===== config.mk =====
export PLATFORM = sky130hd
export DESIGN_NAME = qps_sequencer
export DESIGN_NICKNAME = d
export VERILOG_FILES = /design/src/qps_pkg.sv /design/src/qps_phase_gen.sv /design/src/qps_sequencer.sv
export SDC_FILE = /design/constraint.sdc
export NUM_CORES = 1
export LEC_CHECK = 0
export ABC_AREA = 1
export BUFFER_PORTS_ARGS = -buffer_cell sky130_fd_sc_hd__buf_2
export CAP_MARGIN = 25
export CELL_PAD_IN_SITES_DETAIL_PLACEMENT = 1
export CELL_PAD_IN_SITES_GLOBAL_PLACEMENT = 1
export CORE_UTILIZATION = 36
export CTS_CLUSTER_SIZE = 25
export DETAILED_ROUTE_END_ITERATION = 7
export GPL_TIMING_DRIVEN = 0
export PLACE_DENSITY = 0.93
export SLEW_MARGIN = 25
export SYNTH_ARGS = -nofsm -noshare
export SYNTH_HDL_FRONTEND = slang
export SYNTH_HIERARCHICAL = 1
export SYNTH_SLANG_ARGS = --single-unit

===== constraint.sdc =====
create_clock -name clk_in -period 2.3 [get_ports clk_in]
set_input_delay 0.46 -clock clk_in [delete_from_list [all_inputs] [get_ports clk_in]]
set_output_delay 0.46 -clock clk_in [all_outputs]
set_load 0.01 [all_outputs]

===== src/qps_pkg.sv =====
// package: constants and types for the quad phase instruction sequencer
package qps_pkg;
  localparam int PHASES          = 4;
  localparam int PHASE_W         = 2;
  localparam int PC_W            = 13;
  localparam int INSTR_W         = 14;
  localparam int DADDR_W         = 7;
  localparam int DATA_W          = 8;
  localparam logic [PC_W-1:0] PC_RESET = 13'h0000;
  localparam logic [INSTR_W-1:0] NOP_WORD = 14'h0000;
  localparam logic [PHASE_W-1:0] PH_ONE   = 2'h0;
  localparam logic [PHASE_W-1:0] PH_TWO   = 2'h1;
  localparam logic [PHASE_W-1:0] PH_THREE = 2'h2;
  localparam logic [PHASE_W-1:0] PH_FOUR  = 2'h3;
  // gray-coded phase ring: one -> two -> three -> four -> one
  typedef enum logic [1:0] {
    QPS_Q_ONE   = 2'b00,
    QPS_Q_TWO   = 2'b01,
    QPS_Q_THREE = 2'b11,
    QPS_Q_FOUR  = 2'b10
  } qps_phase_t;
  // pipeline execute slot state
  typedef enum logic [1:0] {
    QPS_EX_EMPTY = 2'b00,
    QPS_EX_RUN   = 2'b01,
    QPS_EX_FLUSH = 2'b11
  } qps_exec_t;
endpackage : qps_pkg


===== src/qps_phase_gen.sv =====
// phase generator: divides the oscillator clock into four phases
`timescale 1ns/1ns
module qps_phase_gen
  import qps_pkg::*;
(
  input  wire logic clk_in,
  input  wire logic reset_in,
  output logic      phase_one_out,
  output logic      phase_two_out,
  output logic      phase_three_out,
  output logic      phase_four_out
);
  qps_phase_t phase_ff;
  qps_phase_t nxt_phase;

  // ----------------------------------------
  // phase ring
  // ----------------------------------------
  always_comb begin
    unique case (phase_ff)
      QPS_Q_ONE:   nxt_phase = QPS_Q_TWO;
      QPS_Q_TWO:   nxt_phase = QPS_Q_THREE;
      QPS_Q_THREE: nxt_phase = QPS_Q_FOUR;
      QPS_Q_FOUR:  nxt_phase = QPS_Q_ONE;
    endcase
  end

  always_ff @(posedge clk_in) begin
    if (reset_in) begin
      phase_ff <= QPS_Q_ONE;
    end else begin
      phase_ff <= nxt_phase;
    end
  end

  assign phase_one_out   = (phase_ff == QPS_Q_ONE);
  assign phase_two_out   = (phase_ff == QPS_Q_TWO);
  assign phase_three_out = (phase_ff == QPS_Q_THREE);
  assign phase_four_out  = (phase_ff == QPS_Q_FOUR);
endmodule : qps_phase_gen


===== src/qps_sequencer.sv =====
// top: quad phase fetch/execute sequencer
// Function
// - divide oscillator clock by four into four non-overlapping repeating phases
// - one instruction cycle is phases one, two, three, four in order
// - program counter increments once per cycle in phase one
// - program word captured into instruction register in phase four
// - captured instruction executes in phases two to four of next cycle
// - fetch overlaps execute for one instruction per cycle
// - program-counter-changing instructions take two instruction cycles
// - operand read in phase two, result write in phase four
// - rc mode drives cycle-rate clock output at quarter oscillator rate
// - active-low master clear holds the device in reset
`timescale 1ns/1ns
module qps_sequencer
  import qps_pkg::*;
#(
  parameter int PC_WIDTH    = PC_W,
  parameter int INSTR_WIDTH = INSTR_W
) (
  input  wire logic                   clk_in,
  input  wire logic                   reset_in,
  input  wire logic                   master_clear_n_in,
  input  wire logic                   rc_mode_in,
  input  wire logic [INSTR_WIDTH-1:0] prog_word_in,
  input  wire logic                   pc_load_in,
  input  wire logic [PC_WIDTH-1:0]    pc_target_in,
  output logic [PC_WIDTH-1:0]         prog_addr_out,
  output logic [INSTR_WIDTH-1:0]      instr_out,
  output logic                        exec_valid_out,
  output logic                        flush_out,
  output logic                        phase_one_out,
  output logic                        phase_two_out,
  output logic                        phase_three_out,
  output logic                        phase_four_out,
  output logic                        data_read_out,
  output logic                        data_write_out,
  output logic                        osc_out_cycle_clock_out
);
  // ----------------------------------------
  // local signals
  // ----------------------------------------
  logic                   rst;
  logic                   p1;
  logic                   p2;
  logic                   p3;
  logic                   p4;
  logic [PHASES-1:0]      cur_ph;
  logic [PHASES-1:0]      nxt_ph;
  logic [PHASES-1:0]      ph_ff;
  logic                   fetch_end;
  logic                   exec_slot;
  logic                   live;
  logic                   jump_now;
  logic [PC_WIDTH-1:0]    pc_ff;
  logic [PC_WIDTH-1:0]    nxt_pc;
  logic [INSTR_WIDTH-1:0] ir_ff;
  logic [INSTR_WIDTH-1:0] nxt_ir;
  qps_exec_t              ex_ff;
  qps_exec_t              nxt_ex;
  logic                   jump_ff;
  logic                   nxt_jump;
  logic                   valid_ff;
  logic                   nxt_valid;
  logic                   flush_ff;
  logic                   nxt_flush;
  logic                   rd_ff;
  logic                   nxt_rd;
  logic                   wr_ff;
  logic                   nxt_wr;
  logic                   ck_ff;
  logic                   nxt_ck;

  // ----------------------------------------
  // reset and phase ring
  // ----------------------------------------
  // either source holds every register in reset
  assign rst = reset_in | ~master_clear_n_in;

  qps_phase_gen u_phase (
    .clk_in          (clk_in),
    .reset_in        (rst),
    .phase_one_out   (p1),
    .phase_two_out   (p2),
    .phase_three_out (p3),
    .phase_four_out  (p4)
  );

  assign cur_ph = {p4, p3, p2, p1};

  // ----------------------------------------
  // phase outputs
  // ----------------------------------------
  // each output flop takes the phase before it, so it stands with the ring
  generate
    for (genvar i = 0; i < PHASES; i++) begin : g_ph
      assign nxt_ph[i] = cur_ph[(i + PHASES - 1) % PHASES];
    end
  endgenerate

  always_ff @(posedge clk_in) begin
    if (rst) begin
      ph_ff <= {PHASES{1'b0}};
    end else begin
      ph_ff <= nxt_ph;
    end
  end

  // ----------------------------------------
  // cycle decode
  // ----------------------------------------
  // execute runs in phases two to four of a live cycle
  assign fetch_end = p4;
  assign exec_slot = p2 | p3;
  assign live      = (ex_ff == QPS_EX_RUN);
  assign jump_now  = jump_ff | (pc_load_in & live);

  // ----------------------------------------
  // program counter
  // ----------------------------------------
  always_comb begin
    nxt_pc = pc_ff;
    if (fetch_end && jump_now) begin
      nxt_pc = pc_target_in;
    end else if (p1) begin
      nxt_pc = pc_ff + PC_WIDTH'(1);
    end
  end

  always_ff @(posedge clk_in) begin
    if (rst) begin
      pc_ff <= PC_WIDTH'(PC_RESET);
    end else begin
      pc_ff <= nxt_pc;
    end
  end

  // ----------------------------------------
  // jump request
  // ----------------------------------------
  // a request seen in phase two or three is held until phase four
  always_comb begin
    nxt_jump = jump_ff;
    if (fetch_end) begin
      nxt_jump = 1'b0;
    end else if (exec_slot && pc_load_in && live) begin
      nxt_jump = 1'b1;
    end
  end

  always_ff @(posedge clk_in) begin
    if (rst) begin
      jump_ff <= 1'b0;
    end else begin
      jump_ff <= nxt_jump;
    end
  end

  // ----------------------------------------
  // instruction register
  // ----------------------------------------
  always_comb begin
    nxt_ir = ir_ff;
    if (fetch_end) begin
      nxt_ir = prog_word_in;
    end
  end

  always_ff @(posedge clk_in) begin
    if (rst) begin
      ir_ff <= INSTR_WIDTH'(NOP_WORD);
    end else begin
      ir_ff <= nxt_ir;
    end
  end

  // ----------------------------------------
  // execute slot state
  // ----------------------------------------
  // a jump turns the prefetched word into an idle cycle
  always_comb begin
    nxt_ex = ex_ff;
    unique case (ex_ff)
      QPS_EX_EMPTY: begin
        if (fetch_end) begin
          nxt_ex = QPS_EX_RUN;
        end
      end
      QPS_EX_RUN: begin
        if (fetch_end && jump_now) begin
          nxt_ex = QPS_EX_FLUSH;
        end
      end
      QPS_EX_FLUSH: begin
        if (fetch_end) begin
          nxt_ex = QPS_EX_RUN;
        end
      end
      default: begin
        nxt_ex = QPS_EX_EMPTY;
      end
    endcase
  end

  always_ff @(posedge clk_in) begin
    if (rst) begin
      ex_ff <= QPS_EX_EMPTY;
    end else begin
      ex_ff <= nxt_ex;
    end
  end

  // ----------------------------------------
  // live instruction flag
  // ----------------------------------------
  always_comb begin
    nxt_valid = (nxt_ex == QPS_EX_RUN);
  end

  always_ff @(posedge clk_in) begin
    if (rst) begin
      valid_ff <= 1'b0;
    end else begin
      valid_ff <= nxt_valid;
    end
  end

  // ----------------------------------------
  // idle cycle flag
  // ----------------------------------------
  always_comb begin
    nxt_flush = (nxt_ex == QPS_EX_FLUSH);
  end

  always_ff @(posedge clk_in) begin
    if (rst) begin
      flush_ff <= 1'b0;
    end else begin
      flush_ff <= nxt_flush;
    end
  end

  // ----------------------------------------
  // operand read slot
  // ----------------------------------------
  always_comb begin
    nxt_rd = nxt_ph[1] & live;
  end

  always_ff @(posedge clk_in) begin
    if (rst) begin
      rd_ff <= 1'b0;
    end else begin
      rd_ff <= nxt_rd;
    end
  end

  // ----------------------------------------
  // result write slot
  // ----------------------------------------
  always_comb begin
    nxt_wr = nxt_ph[3] & live;
  end

  always_ff @(posedge clk_in) begin
    if (rst) begin
      wr_ff <= 1'b0;
    end else begin
      wr_ff <= nxt_wr;
    end
  end

  // ----------------------------------------
  // cycle rate clock output
  // ----------------------------------------
  always_comb begin
    // high in phases three and four: one period per instruction cycle
    nxt_ck = rc_mode_in & (nxt_ph[2] | nxt_ph[3]);
  end

  always_ff @(posedge clk_in) begin
    if (rst) begin
      ck_ff <= 1'b0;
    end else begin
      ck_ff <= nxt_ck;
    end
  end

  // ----------------------------------------
  // outputs
  // ----------------------------------------
  assign prog_addr_out           = pc_ff;
  assign instr_out               = ir_ff;
  assign exec_valid_out          = valid_ff;
  assign flush_out               = flush_ff;
  assign phase_one_out           = ph_ff[0];
  assign phase_two_out           = ph_ff[1];
  assign phase_three_out         = ph_ff[2];
  assign phase_four_out          = ph_ff[3];
  assign data_read_out           = rd_ff;
  assign data_write_out          = wr_ff;
  assign osc_out_cycle_clock_out = ck_ff;
endmodule : qps_sequencer


==> results.ini, run 1 <==
[run_status]
status = completed

[worst_setup_path]
max_stage_delay_ps = 360
reg2reg_from = ex_ff[1]
path_cells = inv_1 > ha_1 > nand2_1 > nand2_1 > nand2_4 > nand2_2 > inv_1 > nand2_1 > a21oi_2
cp.required_ps = 2540
worstPathMaxFanout = 9
worstSetupStartpoint = ex_ff[1]
slowest_stage = dfxtp_1
reg2reg_to = prog_addr_out[12]
path_class = reg -> reg
critPathMostFrequentCell = nand2_1
cp_num_buf_inv = 2
cp-end-kind = flop
r2r_cells = 9
cp.arrival_ps = 1930
critical_path.top_delay_family = simple AND/OR/NAND/NOR gates
start_kind = flop
cp.depth = 9
crit_end = prog_addr_out[12]
r2r_slack_ps = 610

[logic_synthesis]
synth_area_um2 = 1870
synth_top_area_share_pct = 43.9
yosys_warnings = 6
ys_seq_area_share_pct = 43.9
synth.most_common_cell = nand2_1
yosys.area.top_type = dfxtp_1
synth.area.top_cells = dfxtp_1 44%, nand2_1 14%, a21oi_1 5.6%, inv_1 5.2%, nor2_1 5.0%
async_flop_share_pct = 0
syn_nets = 295
synth_commonest_cells = 71 x nand2_1, 41 x dfxtp_1, 26 x inv_1
synth-seq-cells = 41
synth.distinct_cells = 28
syn_avg_cell_area_um2 = 7.22
synthCells = 259
synthFlopType = dfxtp_1
synth_edf_count = 0

[pwr]
finalPower_mw = 1.31
p_int_mw = 0.992
switchingPower_mw = 0.316
share_comb_of_total_power_pct = 7.4
power_leakage_nw = 1.05
clockPowerShare_pct = 37.3
ir_drop_v = 0.000399
switching_share_pct = 24.2
p_per_area_nw_per_um2 = 550
pwr-share-seq_pct = 55.3

[timing]
skew_ps = 6.21
slew_violations = 0
setup_viol = 0
tns_ps = 0
slew_headroom_pct = 64.9
finalCritPeriodShare_pct = 73.7
fmax_ghz = 0.590
tightest_slew_ps = 526
rsz0062_at_grt = false
fin_crit_ps = 1690
hold_violations = 0

[detailed_routing]
via_per_inst = 4.87
vias = 1946
first_pass_iters = 4
drt_iter0_drc = 57
drc = 0
finalWirelength_um = 5610
ant_nets = 0
wl_per_cell_um = 14.0

[layout]
multi_input_area_um2 = 890
final_nets = 369
syn_to_final_growth_pct = 27.2
layout-drive-gt1-share_pct = 28.2
insertedDiodeCount = 0
ff_latch_area_um2 = 821
fin_cells = 400
nFillCells = 658

[floorplanning]
rows = 25
start_util_pct = 38.6
ios = 68
dieArea_um2 = 5490
die_w_um = 74.1
coreArea_um2 = 4850
die_h_um = 74.1

[cts]
root_buffer = clkbuf_8
cts_buffer_depth = 2
cts.sinks = 41
ctsResizeCount = 0
cts-buffers-inserted = 5
htree_levels = 2
cts_setup_buffers = 0
cts_hold_buf = 0
cts_tree = yes
clock_latency_ps = 300
clkTransAtPathRegs_ps = 80

[place]
dp.cells = 393
gp_congestion = 0.800
hpwl_um = 4170
io_buffers = 67

[flow_run]
cap_violations = 0

[global_routing]
grt_pass1_wl_um = 9340
grt_usage_pct = 22.9
grt_pass1_vias = 1988
grt_max_degree = 13
grt_overflow_total = 0
antenna_found_initial = 0

[min_path]
min_path_type = in -> reg

## sequential cells by signal (all words and copies together) (netlist names)
name                     flops
jump_ff                      1
ph_ff                        4
data_write_out               1
exec_valid_out               1
data_read_out                1
u_phase/phase_ff             2
ex_ff                        2
prog_addr_out               13
flush_out                    1
instr_out                   14
osc_out_cycle_clock_out      1
## metal layers
layer	wire, um	GRT usage, %
met5	0	0
met4	62	9.40
met3	203	5.69
met2	2910	39.3
met1	2430	27.1
## worst reg2reg max path, delay by kind of cell (launching register included)
family / cells / cell delay (ps)
AOI/OAI and AO/OA: 1 / 130
adders and majority gates: 1 / 220
buffers and inverters: 2 / 330
DFF: 1 / 360
and+or+nand+nor: 5 / 590
## cell usage in the layout, fill, tap and decap left out, types with 4 or more instances in the layout
master    Yosys  final
a21oi_1      21     21
nand2_1      71     71
clkbuf_8      0      6
dfxtp_1      41     41
buf_2         2     69
ha_1          4      4
nand4_1       7      7
a31oi_1       4      4
inv_1        26     26
nor3_1        4      4
nand3_1      15     15
nor2_1       25     25
o21ai_0       7      7
## kinds of logic after synthesis
group                      count (synthesis)  synth area share (%)
and+or+nand+nor                          135                  32.5
DFF                                       41                  43.9
buffers and inverters                     38                  8.56
xor gates and xnor gates                   2                 0.937
AOI/OAI and AO/OA                         39                  11.4
adders and majority gates                  4                  2.68
## metrics by stage
| stage | cell area (um2) | utilization, % | hold WS (ps) | worst slack, ps |
|---|---|---|---|---|
| after global placement | 2290 | 47.2 | 439 | 710 |
| after global routing | 2380 | 49.1 | 389 | 355 |
| after CTS | 2380 | 49.1 | 385 | 588 |
| final | 2380 | 49.1 | 391 | 606 |
| after detailed placement | 2290 | 47.2 | 446 | 631 |
| after floorplan | 1870 | - | 428 | 981 |
## cell type report
type                       count  share of cell area [%]
inverter                      29                    4.57
timing repair buffer          67                    14.1
sequential                    41                    34.5
tap                           67                    3.52
buffer                         9                    2.16
multi-input combinational    180                    37.4
clock buffer                   6                    3.47
clock inverter                 1                   0.315
## how the worst min path moves through the flow
stage,startpoint,endpoint,slack [ps],cells past startpoint
3_3_place_gp,jump_ff,jump_ff,440,2
4_1_cts,rc_mode_in,osc_out_cycle_clock_out,390,3
6_report,rc_mode_in,osc_out_cycle_clock_out,390,3
2_1_floorplan,jump_ff,jump_ff,430,2
3_5_place_dp,jump_ff,jump_ff,450,2
5_1_grt,rc_mode_in,osc_out_cycle_clock_out,390,3
## power by group through the flow
stage,Sequential (mW),Combinational [mW],Clock (mW)
global route,0.724,0.109,0.534
finish,0.723,0.0974,0.488
CTS,0.723,0.0985,0.505
detailed placement,0.740,0.0967,0
floorplan,0.742,0.0436,0
global placement,0.739,0.0930,0
No activity file was read; power rests on OpenSTA's default activity.
==> run 2: changes to the inputs <==
ABC_AREA = 0   (was 1)
CORE_UTILIZATION = 35   (was 36)
PLACE_DENSITY = 0.88   (was 0.93)
clock period = 1.8 ns   (was 2.3 ns; I/O delays follow)
==> run 2 against run 1 <==
Compared with the run above: register-to-register slack lost 460 ps; non-clock buffer count grew 2; clock power grew 56%; setup slack worse by 460 ps; cell area is 3.6% lower; fmax increased by 2.4%; critical path type unchanged; critical endpoint is now prog_addr_out[6].
==> results.ini, run 2 <==
[flow_run]
cap_violations = 0  ; unchanged

[logic_synthesis]
synthCells = 174  ; -33%
synth_top_area_share_pct = 47.8  ; +3.9 points
async_flop_share_pct = 0  ; unchanged
ys_seq_area_share_pct = 47.8  ; +3.9 points
synth_area_um2 = 1720  ; -8.2%
syn_nets = 210  ; -29%
synth_edf_count = 0  ; unchanged
synth.most_common_cell = dfxtp_1
yosys_warnings = 6  ; unchanged
synthFlopType = dfxtp_1
syn_avg_cell_area_um2 = 9.87  ; +37%
synth-seq-cells = 41  ; unchanged
synth.area.top_cells = dfxtp_1 48%, mux2i_1 8.7%, nor2_1 5.7%, xnor2_1 4.6%, ha_1 2.9%
synth.distinct_cells = 27  ; -3.6%
synth_commonest_cells = 41 x dfxtp_1, 26 x nor2_1, 15 x mux2i_1
yosys.area.top_type = dfxtp_1

[global_routing]
grt_max_degree = 13  ; unchanged
antenna_found_initial = 0  ; unchanged
grt_usage_pct = 18.1  ; -4.7 points
grt_pass1_vias = 1508  ; -24%
grt_pass1_wl_um = 7160  ; -23%
grt_overflow_total = 0  ; unchanged

[detailed_routing]
vias = 1513  ; -22%
wl_per_cell_um = 13.9  ; -0.66%
drt_iter0_drc = 83  ; +46%
ant_nets = 0  ; unchanged
via_per_inst = 4.74  ; -2.5%
finalWirelength_um = 4440  ; -21%
drc = 0  ; unchanged
first_pass_iters = 4  ; unchanged

[worst_setup_path]
path_cells = inv_1 > ha_1 > and2_1 > o21ai_4 > buf_4 > o21ai_0 > a21oi_1
r2r_cells = 7  ; -2
worstPathMaxFanout = 10  ; +1
cp.arrival_ps = 1880  ; -50 ps
path_class = reg -> reg
slowest_stage = dfxtp_1
start_kind = flop
cp_num_buf_inv = 2  ; unchanged
cp.required_ps = 2020  ; -520 ps
max_stage_delay_ps = 380  ; +20 ps
cp.depth = 7  ; -2
critical_path.top_delay_family = compound AO/OA/AOI/OAI gates
cp-end-kind = flop

[floorplanning]
coreArea_um2 = 4720  ; -2.6%
rows = 25  ; unchanged
die_w_um = 72.0  ; -2.8%
dieArea_um2 = 5190  ; -5.4%
ios = 68  ; unchanged
start_util_pct = 36.3  ; -2.2 points
die_h_um = 72.0  ; -2.8%

[layout]
final_cell_area_um2 = 2290  ; -3.6%
insertedDiodeCount = 0  ; unchanged
fin_cells = 319  ; -20%
most-common-layout-cells = 67 x buf_2, 41 x dfxtp_1, 26 x nor2_1
largest_reg_flops = 14  ; unchanged
syn_to_final_growth_pct = 33.7
layout-drive-gt1-share_pct = 36.5  ; +8.3 points
final_common_cell = buf_2
final_nets = 287  ; -22%

[timing]
skew_ps = 2.80  ; -3.41 ps
rsz0062_at_grt = false
hold_violations = 0  ; unchanged
tightest_slew_ps = 492  ; -34.5 ps
slew_headroom_pct = 67.2  ; +2.3 points
fmax_ghz = 0.604  ; +2.4%
slew_violations = 0  ; unchanged
tns_ps = 0  ; unchanged
setup_viol = 0  ; unchanged
fin_crit_ps = 1660  ; -39.3 ps
finalCritPeriodShare_pct = 92.0  ; +18 points

[cts]
cts_buffer_depth = 2  ; unchanged
root_buffer = clkbuf_8
clkTransAtPathRegs_ps = 80  ; about the same
cts-buffers-inserted = 5  ; unchanged
cts.sinks = 41  ; unchanged
htree_levels = 2  ; unchanged
cts_tree = yes
cts_hold_buf = 0  ; unchanged
clock_latency_ps = 290  ; about the same

[place]
dpl-instance-area_um2 = 2140  ; -6.7%
gp_congestion = 0.796  ; -0.45%
dp.cells = 308  ; -22%
hpwl_um = 3260  ; -22%
io_buffers = 67  ; unchanged

[min_path]
worstHoldPathCells = 2  ; -1
min_path_type = in -> reg

[run_status]
status = completed

[pwr]
p_per_area_nw_per_um2 = 782  ; +42%
ir_drop_v = 0.000319  ; -20%
power_leakage_nw = 1.03  ; -1.5%

## run 2: cell types whose count changed after synthesis, moves of 4 or more
cell / before / now
nand2_1: 71 / 4
inv_1: 26 / 7
mux2i_1: 0 / 15
nand3_1: 15 / 0
a21oi_1: 21 / 8
and2_1: 0 / 7
xnor2_1: 2 / 9
a211oi_1: 0 / 5
nor2b_1: 0 / 5
a31oi_1: 4 / 0
## run 2: cell families after synthesis
group,count (synthesis),share of synthesized area [%]
compound gates,28,9.84
xor+xnor,12,6.12
fa+ha+maj,4,2.92
buf+inv,15,3.79
flops,41,47.8
mux,15,8.75
simple gates,59,20.8
## run 2: final cells by class
cell class	count	area, um2
Timing Repair Buffer	70	358
Tap cell	67	83.8
Buffer	8	48.8
Sequential cell	41	821
Inverter	7	26.3
Clock inverter	1	30.0
Fill cell	563	2430
Clock buffer	7	86.3
Multi-Input combinational cell	118	841
## run 2: final timing paths
kind,start,endpoint,slack [ps]
setup reg to reg,ex_ff[1],prog_addr_out[6],140
hold reg to reg,u_phase/phase_ff[1],u_phase/phase_ff[0],480
hold / removal,rc_mode_in,osc_out_cycle_clock_out,280
setup / recovery,ex_ff[1],prog_addr_out[6],140
## run 2: report_power, final
part / total [mW] / internal (mW) / switching (mW)
sequential: 0.924 / 0.916 / 0.00812
clock: 0.761 / 0.452 / 0.309
combinational: 0.108 / 0.0526 / 0.0556
total: 1.79 / 1.42 / 0.373
## run 2: worst reg2reg max path, delay by kind of cell (launching register included)
kind / cells / cell delay (ps)
AO/OA/AOI/OAI: 3 / 460
flip-flops: 1 / 380
buffers and inverters: 2 / 310
adder cells (fa/ha/maj): 1 / 230
AND/OR/NAND/NOR: 1 / 210
## run 2: layer usage
layer  vias to the layer above  global-route usage, %  wire length (um)  share of wire [%]
met5                         -                      0                 0                  0
met4                         0                   6.10                44               0.99
met3                         4                   4.72               177                4.0
met2                        39                   31.7              2300                 52
met1                       728                   21.6              1920                 43
li1                        742                      -                 -                  -
## run 2: repair_timing
action / in CTS / in global routing
setup endpoints to repair: 4 / 18
pin swaps: 0 / 1
gates resized for setup: 1 / 6
hold endpoints to repair: 0 / 0
buffers inserted: 0 / 3
## run 2: per-stage QoR
stage               hold slack, ps  utilization [%]  power [mW]  worst slack (ps)
floorplan                      429                -       0.996               362
global placement               449             45.2        1.05               113
detailed placement             460             45.2        1.05              16.2
global route                   287             48.6        1.87              44.3
finish                         285             48.6        1.79               145
CTS                            282             47.8        1.81              11.9
==> run 3: changes to the inputs <==
BUFFER_PORTS_ARGS = default   (was -buffer_cell sky130_fd_sc_hd__buf_2)
CORE_UTILIZATION = 45   (was 35)
DONT_BUFFER_PORTS = 1   (was default)
PLACE_DENSITY = default   (was 0.88)
PLACE_DENSITY_LB_ADDON = 0.08   (was default)
==> run 3 against run 2 <==
Compared with the run above: combinational power shrank 43%; die area shrank 22%; clock skew grew 4.1 ps; critical endpoint is now instr_out[13]; highest routed layer unchanged; sequential share of layout area up 7.0 points.
==> results.ini, run 3 (synthesized netlist as in run 2, its figures left out) <==
[run_status]
status = completed

[place]
dpl-instance-area_um2 = 1780  ; -17%
io_buffers = 0  ; -100%
hpwl_um = 2850  ; -12%
gp_congestion = 0.791  ; -0.65%

[global_routing]
grt_usage_pct = 20.0  ; +1.9 points
grt_pass1_wl_um = 6050  ; -15%
antenna_found_initial = 0  ; unchanged
grt_pass1_vias = 1294  ; -14%
grt_max_degree = 14  ; +1
grt_overflow_total = 0  ; unchanged

[cts]
cts_hold_buf = 0  ; unchanged
cts_tree = yes
clkTransAtPathRegs_ps = 80  ; about the same
cts.sinks = 41  ; unchanged
cts-buffers-inserted = 5  ; unchanged
root_buffer = clkbuf_8
htree_levels = 2  ; unchanged
cts_buffer_depth = 2  ; unchanged
clock_latency_ps = 300  ; about the same

[floorplanning]
die_w_um = 63.8  ; -11%
die_h_um = 63.8  ; -11%
start_util_pct = 46.9  ; +11 points
coreArea_um2 = 3660  ; -22%
rows = 22  ; -12%
dieArea_um2 = 4070  ; -22%
ios = 68  ; unchanged

[worst_setup_path]
reg2reg_from = u_phase/phase_ff[1]
cp_num_buf_inv = 2  ; unchanged
slowest_stage = dfxtp_1
critical_path.top_delay_family = buffers and inverters
critPathMostFrequentCell = clkbuf_4
cp.arrival_ps = 1760  ; -120 ps
path_class = reg -> reg
worstPathMaxFanout = 10  ; unchanged
start_kind = flop
cp-end-kind = flop
reg2reg_to = instr_out[13]
path_cells = nor2b_1 > clkbuf_4 > clkbuf_4 > mux2i_1 > nor2_1
r2r_slack_ps = 210  ; +70 ps
r2r_cells = 5  ; -2
cp.required_ps = 1970  ; -50 ps
max_stage_delay_ps = 380  ; about the same

[pwr]
power_leakage_nw = 0.699  ; -32%
p_per_area_nw_per_um2 = 901  ; +15%
ir_drop_v = 0.000634  ; +99%
finalPower_mw = 1.73  ; -3.6%

[timing]
skew_ps = 6.90  ; +4.10 ps
slew_headroom_pct = 68.3  ; +1.1 points
setup_viol = 0  ; unchanged
fmax_ghz = 0.631  ; +4.4%
finalCritPeriodShare_pct = 88.1  ; -3.8 points
rsz0062_at_grt = false
hold_violations = 0  ; unchanged
tightest_slew_ps = 476  ; -15.8 ps
tns_ps = 0  ; unchanged
slew_violations = 0  ; unchanged
fin_crit_ps = 1590  ; -69.2 ps

[layout]
final_nets = 219  ; -24%
final_cell_area_um2 = 1920  ; -16%
most-common-layout-cells = 41 x dfxtp_1, 26 x nor2_1, 15 x mux2i_1
layout-drive-gt1-share_pct = 12.5  ; -24 points
insertedDiodeCount = 0  ; unchanged
ff_latch_area_um2 = 821  ; unchanged
largest_reg_flops = 14  ; unchanged
nFillCells = 413  ; -27%
final_common_cell = dfxtp_1
multi_input_area_um2 = 838  ; -0.30%
syn_to_final_growth_pct = 11.7

[flow_run]
cap_violations = 0  ; unchanged

[detailed_routing]
drt_iter0_drc = 25  ; -70%
vias = 1233  ; -19%
drc = 0  ; unchanged
first_pass_iters = 3  ; -1
ant_nets = 0  ; unchanged
via_per_inst = 5.31  ; +12%
wl_per_cell_um = 16.2  ; +16%
finalWirelength_um = 3750  ; -16%

[min_path]
min_from = rc_mode_in
worstHoldPathCells = 1  ; -1
min_to = osc_out_cycle_clock_out
min_path_type = in -> reg

run 3: cell count changes in the layout (fill, tap and decap cells not counted), sizes merged:
cell,delta
clkinv,+1
clkbuf,-2
buf,-67
run 3: layout make-up:
class | count | share of cell area (%)
Buffer | 8 | 2.41
Clock buffer | 6 | 3.78
Clock inverter | 2 | 2.02
Inverter | 7 | 1.37
Multi-Input combinational cell | 118 | 43.7
Sequential cell | 41 | 42.8
Tap cell | 48 | 3.13
Timing Repair Buffer | 2 | 0.783
run 3: worst max-delay path by stage:
stage	from	endpoint	slack (ps)	cells past startpoint
after detailed placement	ex_ff[1]	prog_addr_out[6]	-10	7
final	u_phase/phase_ff[1]	instr_out[13]	210	5
after global placement	ex_ff[1]	prog_addr_out[5]	90	7
after CTS	ex_ff[1]	prog_addr_out[6]	60	7
after global routing	u_phase/phase_ff[1]	instr_out[12]	40	5
after floorplan	ex_ff[1]	prog_addr_out[10]	360	7
run 3: metrics by stage:
step | hold WS, ps | cells | utilization, % | setup WS [ps]
floorplan | 429 | 174 | - | 362
global placement | 444 | 222 | 48.5 | 94.6
detailed placement | 466 | 222 | 48.5 | -12.0
CTS | 206 | 230 | 51.8 | 55.6
global route | 202 | 232 | 52.4 | 37.1
finish | 208 | 232 | 52.4 | 214
run 3: repair_timing:
action                                  4_1_cts  5_1_grt
setup buffers                                 0        2
endpoints found under the setup margin        5       15
pin swaps                                     0        1
gates resized for setup                       1        4
cloned                                        0        0
run 3: metal layers:
metal | part of all wire (%) | vias to the layer above | routed length (um) | global-route usage [%]
met3 | 7.4 | 4 | 276 | 8.21
met2 | 49 | 44 | 1830 | 32.7
met5 | 0 | - | 0 | 0
met1 | 43 | 579 | 1600 | 23.6
li1 | - | 606 | - | -
met4 | 1.2 | 0 | 46 | 6.82
run 3: power breakdown:
group          switching (mW)  internal [mW]  total, mW  leakage (nW)
clock                   0.322          0.416      0.738        0.0554
sequential             0.0129          0.916      0.929         0.331
combinational          0.0370         0.0243     0.0613         0.313
total                   0.372           1.36       1.73         0.699
